## config.mk

```make
export PLATFORM = sky130hd
export DESIGN_NAME = amgp_port
export DESIGN_NICKNAME = d
export VERILOG_FILES = /design/src/logic/amgp_pkg.sv /design/src/logic/amgp_sync.sv /design/src/logic/amgp_port.sv
export SDC_FILE = /design/constraint.sdc
export NUM_CORES = 1
export LEC_CHECK = 0
export ABC_AREA = 1
export BUFFER_PORTS_ARGS = -buffer_cell sky130_fd_sc_hd__buf_4
export CELL_PAD_IN_SITES_DETAIL_PLACEMENT = 0
export CELL_PAD_IN_SITES_GLOBAL_PLACEMENT = 1
export CORE_ASPECT_RATIO = 1.5
export CORE_MARGIN = 2
export CORE_UTILIZATION = 33
export DETAILED_ROUTE_END_ITERATION = 6
export GPL_ROUTABILITY_DRIVEN = 0
export PLACE_DENSITY = 0.74
export SLEW_MARGIN = 20
export SYNTH_ARGS = -nofsm -noshare
export SYNTH_HDL_FRONTEND = slang
export SYNTH_SLANG_ARGS = --single-unit
```

## constraint.sdc

```tcl
create_clock -name clock -period 1.2 [get_ports clock]
set_input_delay 0.06 -clock clock [delete_from_list [all_inputs] [get_ports clock]]
set_output_delay 0.06 -clock clock [all_outputs]
set_load 0.01 [all_outputs]
```

## src/logic/amgp_pkg.sv

```systemverilog
package amgp_pkg;

  // Port width and APB address width
  localparam int unsigned DATA_W  = 8;
  localparam int unsigned PADDR_W = 18;

  // Register indices; byte address is four times the index
  localparam logic [15:0] IDX_PULLUP = 16'hFFAC;
  localparam logic [15:0] IDX_DIR    = 16'hFFB0;
  localparam logic [15:0] IDX_DATA   = 16'hFFB2;

  // Reset and forced values
  localparam logic [7:0] RST_DIR    = 8'h00;
  localparam logic [7:0] DIR_MODE1  = 8'hFF;
  localparam logic [7:0] DIR_READ   = 8'hFF;
  localparam logic [7:0] RST_DATA   = 8'h00;
  localparam logic [7:0] RST_PULLUP = 8'h00;
  localparam logic [7:0] PIN_IDLE   = 8'h00;

  // Upper read-data bits above the port width
  localparam logic [23:0] RD_PAD = 24'h000000;

  // Operating mode as presented on the mode pins
  typedef enum logic [1:0] {
    MODE_NONE = 2'h0,
    MODE_1    = 2'h1,
    MODE_2    = 2'h2,
    MODE_3    = 2'h3
  } amgp_mode_t;

  // Function of one pin, Gray ordered
  typedef enum logic [1:0] {
    ROLE_IN   = 2'h0,
    ROLE_ADDR = 2'h1,
    ROLE_GPO  = 2'h3,
    ROLE_PAT  = 2'h2
  } amgp_role_t;

endpackage

```

## src/logic/amgp_sync.sv

```systemverilog
`timescale 1ns/1ps

// Three-stage input synchroniser with agreement filter
module amgp_sync #(
  parameter int unsigned W       = 8,
  parameter logic [W-1:0] RST_VAL = '0
) (
  input  wire logic         clock,
  input  wire logic         rst_n,
  input  wire logic [W-1:0] d_in,
  output logic      [W-1:0] q_out
);

  logic [W-1:0] s1_reg;  // Metastability catcher, read by s2 only
  logic [W-1:0] s2_reg;  // Second stage
  logic [W-1:0] s3_reg;  // Third stage
  logic [W-1:0] q_reg;   // Filtered level

  // Shift chain
  always_ff @(posedge clock or negedge rst_n)
  begin
    if (!rst_n)
    begin
      s1_reg <= RST_VAL;
      s2_reg <= RST_VAL;
      s3_reg <= RST_VAL;
    end
    else
    begin
      s1_reg <= d_in;
      s2_reg <= s1_reg;
      s3_reg <= s2_reg;
    end
  end

  // Bit changes only once stages two and three agree
  generate
    for (genvar gi = 0; gi < W; gi++)
    begin : g_bit
      always_ff @(posedge clock or negedge rst_n)
      begin
        if (!rst_n)
          q_reg[gi] <= RST_VAL[gi];
        else if (s2_reg[gi] == s3_reg[gi])
          q_reg[gi] <= s3_reg[gi];
      end
    end
  endgenerate

  assign q_out = q_reg;

endmodule

```

## src/logic/amgp_port.sv

```systemverilog
// Local design decision: the APB interface to the registers.
`timescale 1ns/1ps

// What this block does
// - Mode 1: address outputs, direction reads ones
// - Mode 1 hardware standby: address pins released
// - Mode 2: direction one drives, zero inputs
// - Mode 3: output or pattern per enable
// - Modes 2,3: direction write-only, reads ones
// - Direction cleared by reset, hardware standby; mode1 ones
// - Software standby keeps direction, outputs keep driving
// - Data read: register if output, else pin
// - Data register cleared by reset, hardware standby
// - Pull-up on when enabled and input, in modes 2 and 3 only
// - Mode 1: pull-ups always off
// - Pull-up register cleared by reset, hardware standby
module amgp_port (
  input  wire logic        clock,
  input  wire logic        rst_n,
  // APB slave
  input  wire logic        psel,
  input  wire logic        penable,
  input  wire logic        pwrite,
  input  wire logic [17:0] paddr,
  input  wire logic [31:0] pwdata,
  output logic      [31:0] prdata,
  output logic             pready,
  output logic             pslverr,
  // Chip state pins
  input  wire logic [1:0]  mode_pins,
  input  wire logic        hw_standby,
  input  wire logic        sw_standby,
  // Internal sources for the shared pins
  input  wire logic [7:0]  addr_out,
  input  wire logic [7:0]  pattern_data,
  input  wire logic [7:0]  pattern_output_enable,
  // Pad side
  input  wire logic [7:0]  pin_in,
  output logic      [7:0]  pin_out,
  output logic      [7:0]  pin_oe,
  output logic      [7:0]  pullup_on
);

  localparam int unsigned DW = amgp_pkg::DATA_W;

  // Synchronised chip-state and pad levels
  logic [1:0]                mode_raw;     // Mode pins after filter
  logic                      hw_sync;      // Hardware standby after filter
  logic [DW-1:0]             pin_sync;     // Pad levels after filter
  amgp_pkg::amgp_mode_t      mode_sync;    // Decoded mode

  // Software-visible registers
  logic [DW-1:0]             dir_reg;      // port_direction
  logic [DW-1:0]             data_reg;     // port_output_data
  logic [DW-1:0]             pullup_reg;   // port_pullup_enable

  // Bus decode
  logic                      setup_ph;     // First APB cycle
  logic                      access_ph;    // Second APB cycle
  logic                      hit_dir;      // Direction selected
  logic                      hit_data;     // Data selected
  logic                      hit_pullup;   // Pull-up selected
  logic                      hit_any;      // Some register selected
  logic                      wr_en;        // Write takes effect now
  logic [DW-1:0]             rd_next;      // Read value at setup
  logic [31:0]               prdata_reg;   // Held read data
  logic                      err_reg;      // Held unmapped flag

  // Pad drive next values
  amgp_pkg::amgp_role_t      role_w [DW];  // Per-pin function
  logic [DW-1:0]             out_next;     // Next pad data
  logic [DW-1:0]             oe_next;      // Next pad enable
  logic [DW-1:0]             pu_next;      // Next pull-up state
  logic [DW-1:0]             pin_out_reg;  // Registered pad data
  logic [DW-1:0]             pin_oe_reg;   // Registered pad enable
  logic [DW-1:0]             pu_reg;       // Registered pull-up

  // Byte-address match for one register index
  function automatic logic amgp_hit(input logic [17:0] addr, input logic [15:0] idx);
    amgp_hit = (addr == {idx, 2'b00});
  endfunction

  // Pin function from mode, direction bit and pattern enable
  function automatic amgp_pkg::amgp_role_t amgp_role(
    input amgp_pkg::amgp_mode_t md,
    input logic                 dir_bit,
    input logic                 pat_bit
  );
    amgp_role = amgp_pkg::ROLE_IN;
    case (md)
      amgp_pkg::MODE_1:
        amgp_role = amgp_pkg::ROLE_ADDR;
      amgp_pkg::MODE_2:
        if (dir_bit)
          amgp_role = pat_bit ? amgp_pkg::ROLE_PAT : amgp_pkg::ROLE_ADDR;
      amgp_pkg::MODE_3:
        if (dir_bit)
          amgp_role = pat_bit ? amgp_pkg::ROLE_PAT : amgp_pkg::ROLE_GPO;
      default:
        amgp_role = amgp_pkg::ROLE_IN;  // Undecoded mode keeps pins passive
    endcase
  endfunction

  // Mode and standby come from pins: filter them first
  amgp_sync #(
    .W       (3),
    .RST_VAL (3'h0)
  ) u_ctl_sync (
    .clock (clock),
    .rst_n (rst_n),
    .d_in  ({hw_standby, mode_pins}),
    .q_out ({hw_sync, mode_raw})
  );

  // Pad levels are asynchronous to the bus clock
  amgp_sync #(
    .W       (DW),
    .RST_VAL (amgp_pkg::PIN_IDLE)
  ) u_pin_sync (
    .clock (clock),
    .rst_n (rst_n),
    .d_in  (pin_in),
    .q_out (pin_sync)
  );

  assign mode_sync = amgp_pkg::amgp_mode_t'(mode_raw);

  // APB phases and address decode
  assign setup_ph   = psel && !penable;
  assign access_ph  = psel && penable;
  assign hit_dir    = amgp_hit(paddr, amgp_pkg::IDX_DIR);
  assign hit_data   = amgp_hit(paddr, amgp_pkg::IDX_DATA);
  assign hit_pullup = amgp_hit(paddr, amgp_pkg::IDX_PULLUP);
  assign hit_any    = hit_dir || hit_data || hit_pullup;
  assign wr_en      = access_ph && pwrite;

  // Zero wait states: every access completes in its first access cycle
  assign pready  = access_ph;
  assign pslverr = access_ph && err_reg;
  assign prdata  = prdata_reg;

  // Read mux, evaluated at setup so the answer comes from a flop
  always_comb
  begin
    rd_next = amgp_pkg::RST_DATA;
    if (hit_dir)
      rd_next = amgp_pkg::DIR_READ;
    else if (hit_data)
      rd_next = (dir_reg & data_reg) | (~dir_reg & pin_sync);
    else if (hit_pullup)
      rd_next = pullup_reg;
  end

  // Capture read data and unmapped flag in the setup cycle
  always_ff @(posedge clock or negedge rst_n)
  begin
    if (!rst_n)
    begin
      prdata_reg <= 32'h00000000;
      err_reg    <= 1'b0;
    end
    else if (setup_ph)
    begin
      prdata_reg <= pwrite ? 32'h00000000 : {amgp_pkg::RD_PAD, rd_next};
      err_reg    <= !hit_any;
    end
  end

  // Direction register; mode 1 pins it high and drops writes
  always_ff @(posedge clock or negedge rst_n)
  begin
    if (!rst_n)
      dir_reg <= amgp_pkg::RST_DIR;
    else if (mode_sync == amgp_pkg::MODE_1)
      dir_reg <= amgp_pkg::DIR_MODE1;
    else if (hw_sync)
      dir_reg <= amgp_pkg::RST_DIR;
    // Software standby is not a case here, so contents persist
    else if (wr_en && hit_dir)
      dir_reg <= pwdata[DW-1:0];
  end

  // Output data register
  always_ff @(posedge clock or negedge rst_n)
  begin
    if (!rst_n)
      data_reg <= amgp_pkg::RST_DATA;
    else if (hw_sync)
      data_reg <= amgp_pkg::RST_DATA;
    else if (wr_en && hit_data)
      data_reg <= pwdata[DW-1:0];
  end

  // Pull-up control register
  always_ff @(posedge clock or negedge rst_n)
  begin
    if (!rst_n)
      pullup_reg <= amgp_pkg::RST_PULLUP;
    else if (hw_sync)
      pullup_reg <= amgp_pkg::RST_PULLUP;
    else if (wr_en && hit_pullup)
      pullup_reg <= pwdata[DW-1:0];
  end

  // Per-pin function, drive and pull-up
  generate
    for (genvar gi = 0; gi < DW; gi++)
    begin : g_pin
      assign role_w[gi] = amgp_role(mode_sync, dir_reg[gi], pattern_output_enable[gi]);

      // Source selection by role
      always_comb
      begin
        case (role_w[gi])
          amgp_pkg::ROLE_ADDR: out_next[gi] = addr_out[gi];
          amgp_pkg::ROLE_PAT:  out_next[gi] = pattern_data[gi];
          amgp_pkg::ROLE_GPO:  out_next[gi] = data_reg[gi];
          default:             out_next[gi] = 1'b0;
        endcase
      end

      // Hardware standby floats every driver
      assign oe_next[gi] = (role_w[gi] != amgp_pkg::ROLE_IN) && !hw_sync;

      // Pull-up only in modes 2 and 3, input pins, not in hardware standby
      assign pu_next[gi] = (mode_sync == amgp_pkg::MODE_2 || mode_sync == amgp_pkg::MODE_3)
                           && !hw_sync && pullup_reg[gi] && !dir_reg[gi];
    end
  endgenerate

  // Pad outputs from flops; one cycle behind the selected source
  always_ff @(posedge clock or negedge rst_n)
  begin
    if (!rst_n)
    begin
      pin_out_reg <= amgp_pkg::PIN_IDLE;
      pin_oe_reg  <= amgp_pkg::PIN_IDLE;
      pu_reg      <= amgp_pkg::PIN_IDLE;
    end
    else
    begin
      pin_out_reg <= out_next;
      pin_oe_reg  <= oe_next;
      pu_reg      <= pu_next;
    end
  end

  assign pin_out   = pin_out_reg;
  assign pin_oe    = pin_oe_reg;
  assign pullup_on = pu_reg;

  // Mode helpers for the checks below
  logic is_m1;
  logic is_m2;
  logic is_m3;
  assign is_m1 = (mode_sync == amgp_pkg::MODE_1);
  assign is_m2 = (mode_sync == amgp_pkg::MODE_2);
  assign is_m3 = (mode_sync == amgp_pkg::MODE_3);
endmodule

```

==> results of run 1 <==
==> stage by stage <==
stage          hold WS, ps  setup slack [ps]
6_report              11.0             -56.2
5_1_grt               13.8              -133
4_1_cts               3.44             -25.7
3_5_place_dp         -37.1              -190
3_3_place_gp         -43.9              -125
2_1_floorplan         -236              12.9
==> cell usage after synthesis <==
| master | number |
|---|---|
| dfrtp_1 | 101 |
| nand2_1 | 98 |
| nand3_1 | 63 |
| inv_1 | 36 |
| buf_4 | 25 |
| nor2_1 | 19 |
| a21oi_1 | 18 |
| o21ai_0 | 15 |
| maj3_1 | 11 |
| nor3b_1 | 8 |
| nor2_4 | 6 |
| inv_2 | 4 |
| nand2_2 | 4 |
| nor2_2 | 4 |
| buf_6 | 3 |
| clkbuf_1 | 3 |
| nand3b_1 | 3 |
| o21ai_2 | 3 |
| buf_2 | 2 |
| clkinv_1 | 2 |
| nand4_1 | 2 |
| o21ai_1 | 2 |
| o21bai_1 | 2 |
| o22ai_1 | 2 |
| a22oi_1 | 1 |
| a31oi_1 | 1 |
| clkinv_2 | 1 |
| conb_1 | 1 |
| inv_4 | 1 |
| nand2_4 | 1 |
| nand3_4 | 1 |
| nand3b_2 | 1 |
| nor2_8 | 1 |
==> cells by family (layout without fill, tap and decap cells) <==
family	after synthesis	after routing	synth area share, %
compound gates	44	44	5.62
fa+ha+maj	11	11	2.55
buf+inv	77	208	9.52
flops	101	101	58.5
other cells	1	24	0.0867
simple gates	211	211	23.8
==> area by class of cell <==
cell class	count	area (um2)	share of cell area (%)
clock buffer	11	233	3.90
clock inverter	4	33.8	0.566
inverter	44	171	2.87
multi-input combinational	290	1530	25.7
sequential	101	2530	42.4
tap	159	199	3.33
timing repair buffer	149	1270	21.2
==> final timing paths <==
check / start / end / slack, ps / cells past startpoint
max: u_ctl_sync.q_out[1]$_DFFE_PN0N_ / pin_out[4]$_DFF_PN0_ / -60 / 6
min: addr_out[2] / pin_out[2]$_DFF_PN0_ / 10 / 3
min in group asynchronous: rst_n / u_ctl_sync.s3_reg[2]$_DFF_PN0_ / 140 / 2
max in group asynchronous: rst_n / u_pin_sync.s3_reg[4]$_DFF_PN0_ / 570 / 3
min reg2reg: u_pin_sync.s1_reg[5]$_DFF_PN0_ / u_pin_sync.s2_reg[5]$_DFF_PN0_ / 350 / 0
max reg2reg: u_ctl_sync.q_out[1]$_DFFE_PN0N_ / pin_out[4]$_DFF_PN0_ / -60 / 6
==> worst register-to-register path: cells and delay by family, from the launching register on <==
kind | cells | cell delay [ps]
AND/OR/NAND/NOR | 2 | 270
buffers and inverters | 2 | 270
flip-flops | 1 | 450
AO/OA/AOI/OAI | 2 | 140
==> routing by layer <==
metal / track usage [%] / vias to the layer above / share of wire [%]
met5: 0 / - / 0
met4: 8.11 / 0 / 3.8
met3: 3.14 / 25 / 4.4
met2: 29.4 / 104 / 55
met1: 16.2 / 1724 / 37
li1: - / 1698 / -
==> repair_timing <==
action,in CTS,in global routing
setup endpoints to repair,27,25
endpoints found under the hold margin,119,0
hold buffers,25,0
resized for setup,16,10
setup buffers,6,0
pin swaps,4,2
==> power by group through the flow <==
stage | registers, uW | logic [uW] | clock network [uW]
finish | 3780 | 1170 | 2640
global route | 3810 | 1300 | 2860
CTS | 3790 | 1150 | 2730
detailed placement | 3860 | 1020 | 0
global placement | 3860 | 1000 | 0
floorplan | 3830 | 533 | 0
==> summary.txt, run 1 <==
Layout
  • Number of fill cells in the layout: between 1,000 and 1,500
  • Most frequent cells in the layout: buf_4, dfrtp_1, nand2_1
  • Layout Cell Area excl Fill: approximately 6000 um2
  • Layout net count: around 700
  • Layout cell share with drive strength beyond 1: a little under a third
  • Leading cell type in the layout, fill and taps excluded: buf_4
  • ANT cells: 0
  • Area Growth Syn to Fin: 38.0%
  • Final Non-Filler Cells: between 700 and 800
  • Post-layout util: between 40% and 50%

Critical path
  • Worst Setup End Kind: flip-flop
  • Arrival time worst endpoint: about 1500 ps
  • CP delay by family, top: flip-flops
  • Startpoint types: flip-flop
  • Critical Path Slowest Stage Cell: dfrtp_2
  • Crit path kind: flip-flop to flip-flop
  • Crit-path max FO: 7
  • Worst path bufs/invs: 2
  • Data required time of the critical path: about 1400 ps
  • CP most frequent cell: buf_6
  • Crit path cell chain: buf_6 -> nor2_4 -> buf_6 -> a21oi_2 -> nor2_1 -> o22ai_1
  • Worst path max stage delay: around 450 ps

Power and ir drop
  • Clock share of power: 34.7%
  • Combinational power share: about 15%
  • Net Sw Power: 1990 uW
  • Total power draw: between 7000 and 8000 uW
  • VDD IR max: between 600 and 700 uV
  • Pint: 5600 uW
  • Power per cell area: 1270 nW/um2
  • Switching Share: 26.2%
  • Static Leak: 0.00307 uW
  • Flop pwr share: about 50%

Status
  • Status: finished, violations left
  • Failing checks: setup timing

Floorplan
  • Standard-cell rows: 51
  • I/O pin cnt: ~150
  • Core box area: around 13,000 um2
  • Die X: 97.5 um
  • Starting Density: roughly 34%
  • Chip height: approximately 140 um
  • Area of the die: approximately 14,000 um2

GRT
  • Initial antenna violation count: 0
  • Total GRT Usage: 15.6%
  • Total gr overflow: 0
  • Global-route wire length before repair: 17,200 um
  • Largest net degree at the start of global routing: approximately 40
  • Vias in the first global route: between 3,000 and 4,000

STA
  • Final Max Slew Viols: 0
  • Final worst path period share: 105%
  • Final setup margin: -56.2 ps
  • Fin crit period: 1260 ps
  • Setup violators final: 8
  • Peak Freq: 796 MHz
  • Clock skew: about 5.9 ps
  • Setup TNS: -177 ps
  • Final Hold Fails: 0
  • RSZ-0062 raised after global routing: yes

Route
  • Post-route ant nets: 0
  • WL per Instance: 14.0 um
  • DRC: 0
  • Starting DRC count in detailed routing: 187
  • DR pass1 iterations: 4
  • DRT Wirelength: roughly 11,000 um
  • Routed vias/inst: ~4.7
  • Via count: approximately 3,600

Synthesis
  • Synth top area share: between 50% and 60%
  • Cells after synthesis: 445
  • Seq/Total Area, Yosys: approximately 58%
  • Synthesized flop and latch total: 101
  • YS warnings: 0
  • Syn Area/Cell: between 9 and 10 um2
  • Count of cell types in the netlist: 33
  • Synth top area cells: dfrtp_1, nand2_1, nand3_1
  • Post-synth top area cell: dfrtp_1
  • Synthesized cell area: roughly 4300 um2

CTS
  • CTS Sinks: about 100
  • CTS Buf Count: 9
  • Clock slew at reported path FFs: 70 ps
  • H-tree depth: 3
  • CTS tree: yes
  • Root buffer cell: clkbuf_16
  • Clock Latency Late Sink: ~340 ps
  • CTS Buffer Depth: 2

Worst hold path
  • Worst hold path class: input pin to flip-flop

Placement
  • Detailed-placement wirelength estimate: approximately 8000 um
  • Port bufs: 99
  • DP Area: ~5300 um2
  • Placed cells: between 700 and 800

Flow run
  • Max Cap Viol: 0
(Power assumes the default switching activity.)
==> inputs of run 2 (changes only) <==
--- a/config.mk
+++ b/config.mk
@@ -8,13 +8,13 @@
 export ABC_AREA = 1
 export BUFFER_PORTS_ARGS = -buffer_cell sky130_fd_sc_hd__buf_4
 export CELL_PAD_IN_SITES_DETAIL_PLACEMENT = 0
-export CELL_PAD_IN_SITES_GLOBAL_PLACEMENT = 1
+export CELL_PAD_IN_SITES_GLOBAL_PLACEMENT = 2
 export CORE_ASPECT_RATIO = 1.5
 export CORE_MARGIN = 2
-export CORE_UTILIZATION = 33
+export CORE_UTILIZATION = 27
 export DETAILED_ROUTE_END_ITERATION = 6
 export GPL_ROUTABILITY_DRIVEN = 0
-export PLACE_DENSITY = 0.74
+export PLACE_DENSITY = 0.76
 export SLEW_MARGIN = 20
 export SYNTH_ARGS = -nofsm -noshare
 export SYNTH_HDL_FRONTEND = slang
==> run 2 against run 1 <==
Effect of this change: first-iteration DRC count down 37%; routed wire length up 4.5%; worst hold slack worse by 1.4 ps; die area increased by 21%; clock power rose by 3%; critical path type unchanged; register-to-register slack gained 30 ps; the flow still finishes with violations (setup timing); setup slack improved by 25 ps; non-clock buffer count rose by 5; critical path depth rose by 1.
==> summary.txt, run 2 (same netlist as run 1, synthesis figures left out) <==
Status
  • Status: finished, violations left
  • Failing checks: setup timing

Power and ir drop
  • Flop pwr share: about half
  • Switching Share: a little over a quarter
  • Static Leak: 0.00310 uW
  • Net Sw Power: roughly 2100 uW
  • Combinational power share: between 10% and 20%
  • Power per cell area: 1280 nW/um2
  • Clock share of power: a little over a third
  • Total power draw: between 7000 and 8000 uW
  • VDD IR max: between 600 and 700 uV
  • Pint: 5630 uW

Critical path
  • Startpoint types: flip-flop
  • Critical Path Sink: pin_out[4]$_DFF_PN0_
  • Worst Setup End Kind: flip-flop
  • Crit-path max FO: 6
  • Data required time of the critical path: between 1000 and 1500 ps
  • Crit path kind: flip-flop to flip-flop
  • Reg2Reg Setup Slack: -30 ps
  • R2R cell count: 7
  • R2r startpoint: u_ctl_sync.q_out[1]$_DFFE_PN0N_
  • Crit. Startpoint: u_ctl_sync.q_out[1]$_DFFE_PN0N_
  • RR Endpoint: pin_out[4]$_DFF_PN0_
  • Arrival time worst endpoint: approximately 1500 ps

Route
  • Post-route ant nets: 0
  • Routed vias/inst: around 4.3
  • Via count: between 3,000 and 4,000
  • DR pass1 iterations: 4
  • DRC: 0
  • Starting DRC count in detailed routing: approximately 120
  • WL per Instance: 13.7 um
  • DRT Wirelength: roughly 11,000 um

STA
  • RSZ-0062 raised after global routing: yes
  • Final Max Slew Viols: 0
  • Final worst path period share: 103%
  • Final setup margin: -31.1 ps
  • Final Hold Fails: 0
  • Peak Freq: about 800 MHz
  • Setup TNS: -31.4 ps
  • Clock skew: approximately 8.9 ps
  • Fin crit period: roughly 1200 ps
  • Hold WS: roughly 9.6 ps
  • Setup violators final: 2

Floorplan
  • Core box area: 15,600 um2
  • I/O pin cnt: roughly 150
  • Standard-cell rows: 56
  • Chip height: between 150 and 200 um
  • Area of the die: ~17,000 um2
  • Die X: 107 um
  • Starting Density: approximately 28%

CTS
  • CTS Sinks: just over 100
  • CTS Buf Count: 9
  • Root buffer cell: clkbuf_16
  • CTS Buffer Depth: 2
  • CTS tree: yes
  • Clock Latency Late Sink: around 340 ps
  • H-tree depth: 3
  • Clock slew at reported path FFs: roughly 70 ps

Placement
  • Port bufs: between 90 and 100
  • Detailed-placement wirelength estimate: about 8400 um
  • DP Area: roughly 5400 um2

Layout
  • Most frequent cells in the layout: buf_4, dfrtp_1, nand2_1
  • ANT cells: 0
  • Area Growth Syn to Fin: 39.7%
  • Layout Cell Area excl Fill: approximately 6000 um2
  • Layout cell share with drive strength beyond 1: 32.1%
  • Layout net count: between 600 and 700
  • Leading cell type in the layout, fill and taps excluded: buf_4

GRT
  • Global-route wire length before repair: ~18,000 um
  • Initial antenna violation count: 0
  • Vias in the first global route: 3,663
  • Total GRT Usage: 13.6%
  • Total gr overflow: 0
  • Largest net degree at the start of global routing: 32

Worst hold path
  • Worst hold path class: input pin to flip-flop
  • Worst hold path startpoint: pattern_data[6]

Flow run
  • Max Cap Viol: 0
==> run 2: cell types whose count changed in the layout (fill, tap and decap cells not counted), sizes merged <==
cell         change
inv              +1
clkinv           +1
clkbuf           -1
dlygate4sd3      -2
buf              +7
==> run 2: power by group through the flow <==
| stage | Sequential, uW | Combinational (uW) | Clock (uW) |
|---|---|---|---|
| 2_1_floorplan | 3830 | 533 | 0 |
| 3_3_place_gp | 3870 | 1020 | 0 |
| 6_report | 3800 | 1180 | 2730 |
| 5_1_grt | 3830 | 1320 | 2960 |
| 3_5_place_dp | 3870 | 1030 | 0 |
| 4_1_cts | 3800 | 1140 | 2820 |
==> run 2: how the worst min path moves through the flow <==
stage,to,slack (ps),cells after the start
2_1_floorplan,data_reg[0]$_DFFE_PN0P_,-240,0
3_3_place_gp,u_ctl_sync.s2_reg[0]$_DFF_PN0_,-30,1
3_5_place_dp,u_ctl_sync.s1_reg[0]$_DFF_PN0_,-30,1
4_1_cts,pin_out[6]$_DFF_PN0_,4,3
5_1_grt,pin_out[6]$_DFF_PN0_,30,3
6_report,pin_out[6]$_DFF_PN0_,10,3
==> run 2: timing repair <==
item,CTS,global route
hold buffers,23,0
endpoints found under the setup margin,31,26
endpoints found under the hold margin,118,0
resized for setup,7,25
pin swaps,1,5
setup buffers,5,1
==> run 2: worst max-delay path, cell delays in order (launching register included) <==
cell and delay, ps:
dfrtp_2 410, buf_6 140, nor2_4 120, buf_6 140
a21oi_2 40, buf_4 130, nor2_2 60, o22ai_1 70
==> run 2: routing by layer <==
| layer | global-route usage, % | vias to the layer above | wire [um] | part of all wire (%) |
|---|---|---|---|---|
| li1 | - | 1709 | - | - |
| met1 | 15.5 | 1678 | 4420 | 40 |
| met2 | 24.7 | 89 | 6010 | 54 |
| met3 | 2.21 | 14 | 476 | 4.3 |
| met4 | 5.43 | 0 | 187 | 1.7 |
| met5 | 0 | - | 0 | 0 |
==> run 2: area by class of cell <==
type / count / area (um2)
fillers: 1591 / 9590
flip-flops and latches: 101 / 2530
multi-input cells: 290 / 1540
repair buffers: 154 / 1270
well taps: 203 / 254
clock buffers: 10 / 229
inverters: 44 / 169
clock inverters: 6 / 46.3
==> run 2: through the flow <==
step / std cells / util (%) / setup slack (ps)
finish: 808 / 38.7 / -31.1
global route: 808 / 38.7 / -103
CTS: 807 / 38.2 / -39.8
detailed placement: 763 / 34.7 / -226
global placement: 763 / 34.7 / -141
floorplan: 468 / - / 12.9
